--- src/mrgs_map.svh ---
// constants for the multirange gain selector
`ifndef MRGS_MAP_SVH
`define MRGS_MAP_SVH
`define MRGS_CLK_MHZ 40
`define MRGS_PIPE_STAGES 3
`define MRGS_MODE_AUTO 4'h0
`define MRGS_MODE_FORCE_BIT 3
`define MRGS_MODE_MON_BIT 2
`define MRGS_CODE_X33 3'h0
`define MRGS_CODE_X9 3'h1
`define MRGS_CODE_X5 3'h2
`define MRGS_CODE_X1 3'h3
`define MRGS_CODE_MON_BIT 2
`define MRGS_THRESH_PCT 80
`define MRGS_RESET_CODE 3'h3
`define MRGS_RESET_ONEHOT 8'h08
`define MRGS_CODE_TEMP 3'h4
`define MRGS_CODE_TEMP_DUMMY 3'h5
`define MRGS_CODE_LEAK 3'h6
`define MRGS_CODE_REF 3'h7
`define MRGS_SYNC_STAGES 2
`define MRGS_SAT_RESET 3'h7
`endif

--- src/mrgs_pkg.sv ---
// types for the multirange gain selector
package mrgs_pkg;
  typedef logic [2:0] mrgs_code_t;
  typedef logic [3:0] mrgs_mode_t;
  // one comparator per high-gain stage, high when saturated
  typedef struct packed {
    logic sat_x33;
    logic sat_x9;
    logic sat_x5;
  } mrgs_sat_s;
  // analog switch controls
  typedef struct packed {
    logic hold;
    logic [7:0] mux_onehot;
  } mrgs_sw_s;
  typedef enum logic [2:0] {
    MRGS_ST_AUTO = 3'b001,
    MRGS_ST_FORCE = 3'b010,
    MRGS_ST_MON = 3'b100
  } mrgs_state_e;
endpackage

--- src/mrgs_pipe.sv ---
// delay line that aligns the range code with converter latency
`timescale 1ns/10ps
module mrgs_pipe #(
  parameter int WIDTH = 3,
  parameter int DEPTH = 3,
  parameter logic [WIDTH-1:0] RST_VAL = '0
) (
  // clock and reset
  input wire logic core_clk,
  input wire logic rst,
  // data
  input wire logic [WIDTH-1:0] din,
  output logic [WIDTH-1:0] dout
);
  logic [WIDTH-1:0] stage_r [DEPTH];

  // shift one stage per clock
  always_ff @(posedge core_clk) begin
    if (rst) begin
      for (int i = 0; i < DEPTH; i++) begin
        stage_r[i] <= RST_VAL;
      end
    end else begin
      stage_r[0] <= din;
      for (int i = 1; i < DEPTH; i++) begin
        stage_r[i] <= stage_r[i-1];
      end
    end
  end

  assign dout = stage_r[DEPTH-1];
endmodule // mrgs_pipe

--- src/mrgs_range_selector_unit.sv ---
// range selector unit: gain choice, switch control and code pipeline
// ----------------------------------------------------------------
// ----------------------------------------------------------------
`timescale 1ns/10ps
`include "mrgs_map.svh"
module mrgs_range_selector_unit
#(
  parameter int PIPE_STAGES = `MRGS_PIPE_STAGES
) (
  // clock and reset
  input wire logic core_clk,
  input wire logic rst,
  // static mode pins from the control chip
  input wire mrgs_pkg::mrgs_mode_t mode_select_inputs,
  // comparator results from the analog stages
  input wire mrgs_pkg::mrgs_sat_s sat_in,
  // analog switch controls
  output mrgs_pkg::mrgs_sw_s sw_out,
  // code aligned with converter data
  output mrgs_pkg::mrgs_code_t range_code_outputs
);
  import mrgs_pkg::*;

  // ----------------------------------------------------------------
  // input synchronisers
  // ----------------------------------------------------------------
  mrgs_mode_t mode_sync;
  mrgs_sat_s sat_sync;

  // two flops on the mode pins; they are static, so the latency is harmless
  mrgs_pipe #(
    .WIDTH($bits(mrgs_mode_t)),
    .DEPTH(`MRGS_SYNC_STAGES),
    .RST_VAL(`MRGS_MODE_AUTO)
  ) u_mode_sync (
    .core_clk(core_clk),
    .rst(rst),
    .din(mode_select_inputs), // mode is not latched further
    .dout(mode_sync)
  );

  // two flops on the comparators; reset reads as all saturated so the
  // first decision after reset stays on x1, like the reset code
  mrgs_pipe #(
    .WIDTH($bits(mrgs_sat_s)),
    .DEPTH(`MRGS_SYNC_STAGES),
    .RST_VAL(`MRGS_SAT_RESET)
  ) u_sat_sync (
    .core_clk(core_clk),
    .rst(rst),
    .din(sat_in),
    .dout(sat_sync)
  );

  // ----------------------------------------------------------------
  // mode decode
  // ----------------------------------------------------------------
  mrgs_state_e mode_st;

  // top bit clear: auto; top set, next clear: forced; both set: monitor
  // the pins are level inputs, so a change simply takes effect after sync
  always_comb begin
    if (!mode_sync[`MRGS_MODE_FORCE_BIT]) begin
      mode_st = MRGS_ST_AUTO;
    end else if (!mode_sync[`MRGS_MODE_MON_BIT]) begin
      mode_st = MRGS_ST_FORCE;
    end else begin
      mode_st = MRGS_ST_MON;
    end
  end

  // ----------------------------------------------------------------
  // forced and monitor code tables
  // ----------------------------------------------------------------
  mrgs_code_t force_code;
  mrgs_code_t mon_code;

  // low mode bits name the forced gain, highest gain first
  always_comb begin
    case (mode_sync[1:0])
      2'h0: force_code = `MRGS_CODE_X33;
      2'h1: force_code = `MRGS_CODE_X9;
      2'h2: force_code = `MRGS_CODE_X5;
      2'h3: force_code = `MRGS_CODE_X1;
      default: force_code = `MRGS_RESET_CODE;
    endcase
  end

  // low mode bits name the monitor channel
  always_comb begin
    case (mode_sync[1:0])
      2'h0: mon_code = `MRGS_CODE_TEMP;
      2'h1: mon_code = `MRGS_CODE_TEMP_DUMMY;
      2'h2: mon_code = `MRGS_CODE_LEAK;
      2'h3: mon_code = `MRGS_CODE_REF;
      default: mon_code = `MRGS_RESET_CODE;
    endcase
  end

  // ----------------------------------------------------------------
  // automatic range decision
  // ----------------------------------------------------------------
  logic [3:0] pick_oh;
  mrgs_code_t auto_code;

  // one-hot pick of the highest gain whose comparator has not tripped
  // a tripped stage hands the sample down to the next lower gain
  always_comb begin
    pick_oh[0] = !sat_sync.sat_x33;
    pick_oh[1] = sat_sync.sat_x33 && !sat_sync.sat_x9;
    pick_oh[2] = sat_sync.sat_x33 && sat_sync.sat_x9 && !sat_sync.sat_x5;
    pick_oh[3] = sat_sync.sat_x33 && sat_sync.sat_x9 && sat_sync.sat_x5;
  end

  // code of the picked stage; x1 has no comparator and is the last resort
  always_comb begin
    case (pick_oh)
      4'h1: auto_code = `MRGS_CODE_X33;
      4'h2: auto_code = `MRGS_CODE_X9;
      4'h4: auto_code = `MRGS_CODE_X5;
      4'h8: auto_code = `MRGS_CODE_X1;
      default: auto_code = `MRGS_CODE_X1;
    endcase
  end

  // ----------------------------------------------------------------
  // code select
  // ----------------------------------------------------------------
  mrgs_code_t sel_code;

  // code per mode; monitor codes have bit 2 set
  always_comb begin
    case (mode_st)
      MRGS_ST_AUTO: sel_code = auto_code;
      MRGS_ST_FORCE: sel_code = force_code;
      MRGS_ST_MON: sel_code = mon_code;
      default: sel_code = `MRGS_RESET_CODE;
    endcase
  end

  // ----------------------------------------------------------------
  // sample/hold control
  // ----------------------------------------------------------------
  logic hold_r;

  // hold toggles on each rising edge: track for one clock, hold for the next
  // a half-rate square wave; the hold switch changes state only on rising edges
  always_ff @(posedge core_clk) begin
    if (rst) begin
      hold_r <= 1'b0;
    end else begin
      hold_r <= ~hold_r;
    end
  end

  // ----------------------------------------------------------------
  // mux selection register
  // ----------------------------------------------------------------
  mrgs_code_t mux_sel_r;
  logic [7:0] mux_onehot_nxt;
  logic [7:0] mux_onehot_r;

  // one switch per channel: four gains then four monitors
  // channel order: x33, x9, x5, x1, then the four monitor channels
  always_comb begin
    case (sel_code)
      3'h0: mux_onehot_nxt = 8'h01;
      3'h1: mux_onehot_nxt = 8'h02;
      3'h2: mux_onehot_nxt = 8'h04;
      3'h3: mux_onehot_nxt = 8'h08;
      3'h4: mux_onehot_nxt = 8'h10;
      3'h5: mux_onehot_nxt = 8'h20;
      3'h6: mux_onehot_nxt = 8'h40;
      3'h7: mux_onehot_nxt = 8'h80;
      default: mux_onehot_nxt = `MRGS_RESET_ONEHOT;
    endcase
  end

  // new decision every falling edge, stable until the next one
  // the routed channel must not move while the converter encodes
  always_ff @(negedge core_clk) begin
    if (rst) begin
      mux_sel_r <= `MRGS_RESET_CODE;
      mux_onehot_r <= `MRGS_RESET_ONEHOT;
    end else begin
      mux_sel_r <= sel_code;
      mux_onehot_r <= mux_onehot_nxt;
    end
  end

  // ----------------------------------------------------------------
  // switch outputs
  // ----------------------------------------------------------------
  // both switch controls come straight from flops
  assign sw_out = '{hold: hold_r, mux_onehot: mux_onehot_r};

  // ----------------------------------------------------------------
  // code pipeline
  // ----------------------------------------------------------------
  // three rising-edge stages after the falling-edge capture
  // matches the converter latency so code and data word leave together
  mrgs_pipe #(
    .WIDTH($bits(mrgs_code_t)),
    .DEPTH(PIPE_STAGES),
    .RST_VAL(`MRGS_RESET_CODE)
  ) u_pipe (
    .core_clk(core_clk),
    .rst(rst),
    .din(mux_sel_r),
    .dout(range_code_outputs)
  );
endmodule // mrgs_range_selector_unit

--- config.mk ---
export PLATFORM = sky130hd
export DESIGN_NAME = mrgs_range_selector_unit
export DESIGN_NICKNAME = d
export VERILOG_FILES = /design/src/mrgs_pkg.sv /design/src/mrgs_pipe.sv /design/src/mrgs_range_selector_unit.sv
export VERILOG_INCLUDE_DIRS = /design/src
export SDC_FILE = /design/constraint.sdc
export NUM_CORES = 1
export LEC_CHECK = 0
export BUFFER_PORTS_ARGS = -buffer_cell sky130_fd_sc_hd__buf_2
export CORE_MARGIN = 3
export CORE_UTILIZATION = 46
export DETAILED_ROUTE_END_ITERATION = 6
export PLACE_DENSITY_LB_ADDON = 0.08
export SLEW_MARGIN = 20
export SYNTH_ARGS = -nofsm -noshare
export SYNTH_HDL_FRONTEND = slang
export SYNTH_HIERARCHICAL = 1
export SYNTH_SLANG_ARGS = --single-unit
--- constraint.sdc ---
create_clock -name core_clk -period 1.3 [get_ports core_clk]
set_clock_uncertainty 0.2 [all_clocks]
set_input_delay 0.065 -clock core_clk [delete_from_list [all_inputs] [get_ports core_clk]]
set_output_delay 0.065 -clock core_clk [all_outputs]
set_load 0.005 [all_outputs]
Word level (Yosys, flattened, before mapping)
Memory sizes are Yosys's and may differ from the RTL's. A register that Yosys moved wholly into a read port is not among the register bits.
Cells that the tools add are included.
- ROM bits: 64
- logic and storage cells: 47
- flip-flop bits (word level): 4
- memory bits (writable): 23
- output and inout bits: 12
- input bits: 9
- memories: 4
- memories (name ; depth ; width ; read ports ; clocked after memory_dff ; write ports ; line ; source):
    (no name shown) ; 8 ; 8 ; 1 ; 1 ; 0 ; mrgs_range_selector_unit.sv:166 ; case (sel_code)
    u_pipe.stage_r ; 3 ; 3 ; 3 ; 0 ; 3 ; mrgs_pipe.sv:15 ; logic [WIDTH-1:0] stage_r [DEPTH];
    u_mode_sync.stage_r ; 2 ; 4 ; 2 ; 0 ; 2 ; mrgs_pipe.sv:15 ;
    u_sat_sync.stage_r ; 2 ; 3 ; 2 ; 0 ; 2 ; mrgs_pipe.sv:15 ;
- bitwise gates (word level): 8
- reductions and logical operators: 8
- eq/ne operators: 9
- multiplexer cells: 16
- operators by type and width (kind ; number):
    $pmux W3 S4 ; 2
    $mux W3 ; 7
    $pmux W3 S3 ; 1
    $mux W4 ; 2
    $or A1 B1 Y1 ; 7
    $pmux W2 S3 ; 1
    $eq A2 B2 Y1 const B ; 2
    $eq A4 B1 Y1 const B ; 1
    $eq A4 B2 Y1 const B ; 1
    $eq A4 B3 Y1 const B ; 1
    $logic_and A1 B1 Y1 ; 4
    $eq A3 B1 Y1 const B ; 1
    $eq A3 B2 Y1 const B ; 1
    $eq A3 B3 Y1 const B ; 1
    $logic_not A1 Y1 ; 3
    $mux W1 ; 3
    $eq A2 B1 Y1 const B ; 1
    $logic_not A2 Y1 ; 1
    $not A1 Y1 ; 1

Longest topological paths before layout
Gate-level depths: netlist of run 1.
An unclocked memory read counts as a cell.
- depth after elaboration: 6
- mapped depth: 4
- mapped depth without buffers: 3

Modules after synthesis
The synthesis of run 1 kept the hierarchy.
- modules (own cells, without submodules) (module ; area an instance (um^2) ; cells each ; instances ; seq. area each (um^2)):
    mrgs_range_selector_unit ; 411.6 ; 40 ; 1 ; 240.2
    mrgs_pipe at u_pipe ; 259.0 ; 21 ; 1 ; 180.2
    mrgs_pipe at u_mode_sync ; 240.2 ; 20 ; 1 ; 160.2
    mrgs_pipe at u_sat_sync ; 180.2 ; 15 ; 1 ; 120.1

==> metrics.cfg, run 1 <==
[run_status]
outcome = finished, violations left
violations = negative setup slack

[sta]
worst_slew_pin_slew_ns = 0.224
setup_viol_count_final = 22
fin_ws_ns = -0.552
rsz0062_at_grt = true
maxSlewViolCount = 0
hold_viol = 0
timing.slew.headroom_pct = 85.1

[synth]
ys_ff_latch = 35
ys_types = 20
synthCells = 96
synth_nets = 105
synth_area_leader_cell = dfxtp_1
yosysSeqAreaShare_pct = 64.2
netlist_top_cells_area = dfxtp_1 64%, buf_4 7.6%, nor2b_1 7.5%, or2_1 6.9%, and3b_1 1.6%
syn_area_sq_um = 1090
yosys_warnings = 6
synth.top_cell.area_share_pct = 64.2
syn_area_per_cell_sq_um = 11.4

[final_layout]
drive_gt1_share_pct = 42.3
diodes = 0
fin_area_sq_um = 1500
final_common_cell = dfxtp_1
area_delta_synth_final_pct = 37.7
final_util_pct = 67.3
final_cell_mix = 28 x dfxtp_1, 19 x buf_2, 12 x inv_1, 12 x nor2b_1, 12 x or2_1
nets = 150

[critical_path]
cp.required_ns = 0.72
critPathCaptureType = flop
worst-r2r-setup-slack_ns = -0.55
cp_max_fo = 6
critPathLaunch = u_mode_sync/stage_r[0][7]$_SDFF_PP0_
critPathLaunchType = flop
crit_arrival_ns = 1.27
worst-setup-path-type = flop to flop
r2r-start = u_mode_sync/stage_r[0][7]$_SDFF_PP0_

[floorplan]
start_util_pct = 48.9
die-area_sq_um = 2990
die_width_microns = 54.7
fp.dieH_microns = 54.7
pin_count = 21
rows = 17
core_region_area_sq_um = 2230

[routing]
wl_met2_microns = 865
wl_per_cell_microns = 10.0
route.detailed.drc = 0
drt-pass1-iter-count = 4
first_iter_violations = 6
routed_wl_microns = 1700
vias = 715
highest_layer = met4
dr_wl_met3_microns = 133
viasPerCell = 4.21
postRouteAntennaNets = 0
route.layer.met1.wl_microns = 675

[run]
cap_violations = 0

[power]
peakVddDrop_v = 0.00123
power_density_nw_per_um2 = 1380
p_sw_share_pct = 24.5
p_leak_nw = 0.691
power_frac_comb_pct = 6.7
p_int_mw = 1.57
sequentialPowerShare_pct = 54.4
pwr-share-clk_pct = 38.9
p_switching_uw = 509

[placement]
port_buffers = 20
placed_area_sq_um = 1230
dp_worst_setup_slack_ns = -0.566
hpwl_microns = 1060
gp_congestion = 0.704

[global_routing]
grt_max_degree = 12
grt_use_total_pct = 13.8
antenna_found_initial = 0
grt_pass1_wl_microns = 2700
overflow = 0
grt_pass1_vias = 658

[clock_network]
cts_tree = built
cts_buffers = 5
cts_root_buf = clkbuf_4
clkSinkCount = 35
htreeDepth = 2
cts_buffer_depth = 2
clk_latency_ns = 0.40
cts.clk_slew.worst_paths_ns = 0.10

[worst_hold_path]
worstHoldStart = rst
hold_path.class = primary input to flop

## synthesized netlist by cell type, drive strengths merged
cell,instances
a21oi,2
and3b,2
dfxtp,35
and3,1
o21bai,1
nor3b,2
or3,1
nor3,1
and2,2
nor2b,14
a221oi,1
nor2,4
o21ai,1
nand2b,1
buf,11
inv,2
nand2,2
or2,13
## metal layers
| layer | vias up | global-route usage [%] |
|---|---|---|
| met2 | 19 | 24.2 |
| met5 | - | 0 |
| met3 | 5 | 8.17 |
| met4 | 0 | 6.22 |
| met1 | 307 | 12.4 |
| li1 | 384 | - |
## area by class of cell
type,count,area [sq um]
clock buffers,6,62.6
clock inverters,13,51.3
fillers,182,731
inverters,1,3.75
multi-input cells,48,365
flip-flops and latches,35,712
well taps,28,35.0
repair buffers,39,273
## per-stage QoR
stage / power (mW) / hold slack [ns] / std cells / setup TNS (ns)
after floorplan: 1.26 / -0.0634 / 96 / -5.32
after global placement: 1.30 / 0.0416 / 143 / -5.36
after detailed placement: 1.31 / 0.0446 / 143 / -5.71
after CTS: 2.08 / 0.0113 / 169 / -8.41
after global routing: 2.18 / 0.0608 / 170 / -9.43
final: 2.08 / 0.0378 / 170 / -8.62
## cells by family (layout without fill, tap and decap cells)
| family | Yosys count | in the layout | synth area share [%] |
|---|---|---|---|
| AND/OR/NAND/NOR | 43 | 43 | 24.3 |
| buffers and inverters | 13 | 59 | 8.26 |
| flip-flops | 35 | 35 | 64.2 |
| AO/OA/AOI/OAI | 5 | 5 | 3.21 |
## flip-flops by register name, indices dropped and copies added, names as in the netlist
| name | flops |
|---|---|
| u_sat_sync/stage_r | 6 |
| mux_onehot_r | 8 |
| u_pipe/stage_r | 9 |
| mux_sel_r | 3 |
| hold_r | 1 |
| u_mode_sync/stage_r | 8 |
## power by group through the flow
stage,Sequential (mW),Combinational (mW),Clock [mW]
after floorplan,1.14,0.0633,0.0567
after global placement,1.15,0.0981,0.0567
after detailed placement,1.15,0.100,0.0567
after CTS,1.13,0.128,0.825
after global routing,1.13,0.156,0.894
final,1.13,0.140,0.807
## final timing paths
| path | depth (start not counted) | to |
|---|---|---|
| hold reg to reg | 1 | hold_r$_SDFF_PP0_ |
| hold / removal | 4 | u_mode_sync/stage_r[0][6]$_SDFF_PP0_ |
| setup reg to reg | 2 | mux_sel_r[1]$_SDFF_NP1_ |
| setup / recovery | 2 | mux_sel_r[1]$_SDFF_NP1_ |
## critical path, stage by stage, from the launching register on
cell	delay [ns]
dfxtp_4	0.38
and3b_2	0.23
or3_1	0.32
## repair_timing
item | in CTS | in global routing
pin swaps | 4 | 1
hold endpoints to repair | 15 | 0
resized for setup | 13 | 9
setup buffers | 0 | 1
setup endpoints to repair | 22 | 22
hold buffers | 8 | 0
No activity file was read; power rests on OpenSTA's default activity.
==> inputs of run 2 (changes only) <==
- PLACE_DENSITY: not set -> 0.76
- PLACE_DENSITY_LB_ADDON: 0.08 -> not set
==> metrics.cfg, run 2 (synthesized netlist as in run 1, its figures left out) <==
[routing]
route.detailed.drc = 0  ; unchanged
drt-pass1-iter-count = 4  ; unchanged
wl_per_cell_microns = 9.86  ; -1.6%
vias = 738  ; +3.2%
first_iter_violations = 9  ; +3
viasPerCell = 4.37  ; +3.8%
routed_wl_microns = 1670  ; -2.2%
postRouteAntennaNets = 0  ; unchanged

[global_routing]
grt_pass1_vias = 675  ; +2.6%
antenna_found_initial = 0  ; unchanged
grt_pass1_wl_microns = 2570  ; -5.1%
overflow = 0  ; unchanged
grt_max_degree = 16  ; +4
grt_use_total_pct = 12.8  ; -0.95 points

[floorplan]
die-area_sq_um = 2990  ; unchanged
fp.dieH_microns = 54.7  ; unchanged
die_width_microns = 54.7  ; unchanged
start_util_pct = 48.9  ; unchanged
core_region_area_sq_um = 2230  ; unchanged
rows = 17  ; unchanged
pin_count = 21  ; unchanged

[critical_path]
worstRegToRegCells = 2  ; unchanged
critPathCaptureType = flop
r2r-start = u_mode_sync/stage_r[0][7]$_SDFF_PP0_
worst-r2r-setup-slack_ns = -0.53  ; +0.02 ns
crit_arrival_ns = 1.23  ; -0.04 ns
cp.required_ns = 0.70  ; -0.02 ns
critPathLaunchType = flop
cp_max_fo = 7  ; +1
crit_path_end = mux_sel_r[1]$_SDFF_NP1_
r2r-end = mux_sel_r[1]$_SDFF_NP1_
worst-setup-path-type = flop to flop
critPathLaunch = u_mode_sync/stage_r[0][7]$_SDFF_PP0_

[final_layout]
fill_cells = 172  ; -5.5%
reg_top3 = u_pipe/stage_r: 9 flops, mux_onehot_r: 8 flops, u_mode_sync/stage_r: 8 flops
top_register = u_pipe/stage_r
largest_register_ffs = 9  ; unchanged
nets = 149  ; -0.67%
final_cell_mix = 29 x dfxtp_1, 18 x buf_2, 12 x inv_1, 12 x or2_1, 11 x nor2b_1
area_delta_synth_final_pct = 36.9
drive_gt1_share_pct = 39.7  ; -2.5 points
final_common_cell = dfxtp_1
diodes = 0  ; unchanged
fin_area_sq_um = 1490  ; -0.58%

[placement]
gp_congestion = 0.721  ; +2.4%
placed_area_sq_um = 1220  ; -0.61%
port_buffers = 20  ; unchanged
hpwl_microns = 1040  ; -1.1%

[sta]
worst_slew_pin_slew_ns = 0.221  ; -0.00338 ns
maxSlewViolCount = 0  ; unchanged
fin_ws_ns = -0.532  ; +0.0206 ns
setup_viol_count_final = 22  ; unchanged
hold_viol = 0  ; unchanged
timing.slew.headroom_pct = 85.2  ; +0.19 points
rsz0062_at_grt = true
fin_setup_tns_ns = -8.24  ; +0.376 ns

[clock_network]
cts_root_buf = clkbuf_4
htreeDepth = 2  ; unchanged
cts_buffers = 5  ; unchanged
clkSinkCount = 35  ; unchanged
clk_latency_ns = 0.38  ; -0.02 ns
cts_buffer_depth = 2  ; unchanged
cts.clk_slew.worst_paths_ns = 0.11  ; about the same
cts_tree = built

[worst_hold_path]
worstHoldStart = rst
hold_path.class = primary input to flop

[run_status]
violations = negative setup slack
outcome = finished, violations left

[run]
cap_violations = 0  ; unchanged

[power]
peakVddDrop_v = 0.000965  ; -21%
p_leak_nw = 0.690  ; -0.22%
power_density_nw_per_um2 = 1440  ; +4.3%

## run 2: cell count changes in the layout (fill, tap and decap cells not counted), sizes merged
cell,change
buf,-1
bufinv,+1
clkbuf,-1
## run 2: worst min-delay path by stage
stage / end / slack (ns) / depth (start not counted)
2_1_floorplan: u_mode_sync/stage_r[0][0]$_SDFF_PP0_ / -0.06 / 1
3_3_place_gp: u_sat_sync/stage_r[0][0]$_SDFF_PP1_ / 0.04 / 2
3_5_place_dp: u_sat_sync/stage_r[0][1]$_SDFF_PP1_ / 0.04 / 2
4_1_cts: u_pipe/stage_r[0][6]$_SDFF_PP1_ / 0.03 / 4
5_1_grt: u_pipe/stage_r[0][6]$_SDFF_PP1_ / 0.04 / 4
6_report: u_pipe/stage_r[0][3]$_SDFF_PP1_ / 0.05 / 4
## run 2: area by class of cell
class / count / area [sq um] / area share, %
Sequential cell: 35 / 711 / 47.6
Multi-Input combinational cell: 48 / 354 / 23.7
Inverter: 1 / 3.75 / 0.251
Tap cell: 28 / 35.0 / 2.35
Clock buffer: 5 / 37.5 / 2.51
Timing Repair Buffer: 38 / 268 / 17.9
Clock inverter: 14 / 85.1 / 5.70
## run 2: through the flow
stage                     setup slack, ns  total power [mW]  utilization (%)  hold WS (ns)  cells
final                              -0.532              2.15             66.9        0.0482    169
after global routing               -0.556              2.27             66.9        0.0448    169
after detailed placement           -0.615              1.30             54.6        0.0446    142
after floorplan                    -0.549              1.26                -       -0.0634     96
after global placement             -0.544              1.30             54.6        0.0405    142
after CTS                          -0.532              2.18             65.4        0.0270    168
## run 2: metal layers
| metal | part of all wire, % | GRT usage [%] |
|---|---|---|
| met1 | 38 | 11.4 |
| met2 | 54 | 21.9 |
| met3 | 6.4 | 5.99 |
| met4 | 2.1 | 9.96 |
| met5 | 0 | 0 |
## run 2: power by group
part	total (mW)	leakage [nW]	internal, mW	switching (mW)
clock network	0.889	0.104	0.452	0.437
logic	0.134	0.297	0.0836	0.0504
registers	1.13	0.288	1.11	0.0159
## run 2: worst max-delay path: stages (launching register included)
cell	delay, ns
dfxtp_4	0.39
and3b_1	0.21
or3_1	0.31
## run 2: repair_timing
action                                  4_1_cts  5_1_grt
pin swaps                                     3        1
endpoints found under the hold margin        12        0
hold buffers                                  8        0
buffers inserted                              0        1
resized for setup                            11        8
endpoints found under the setup margin       22       22
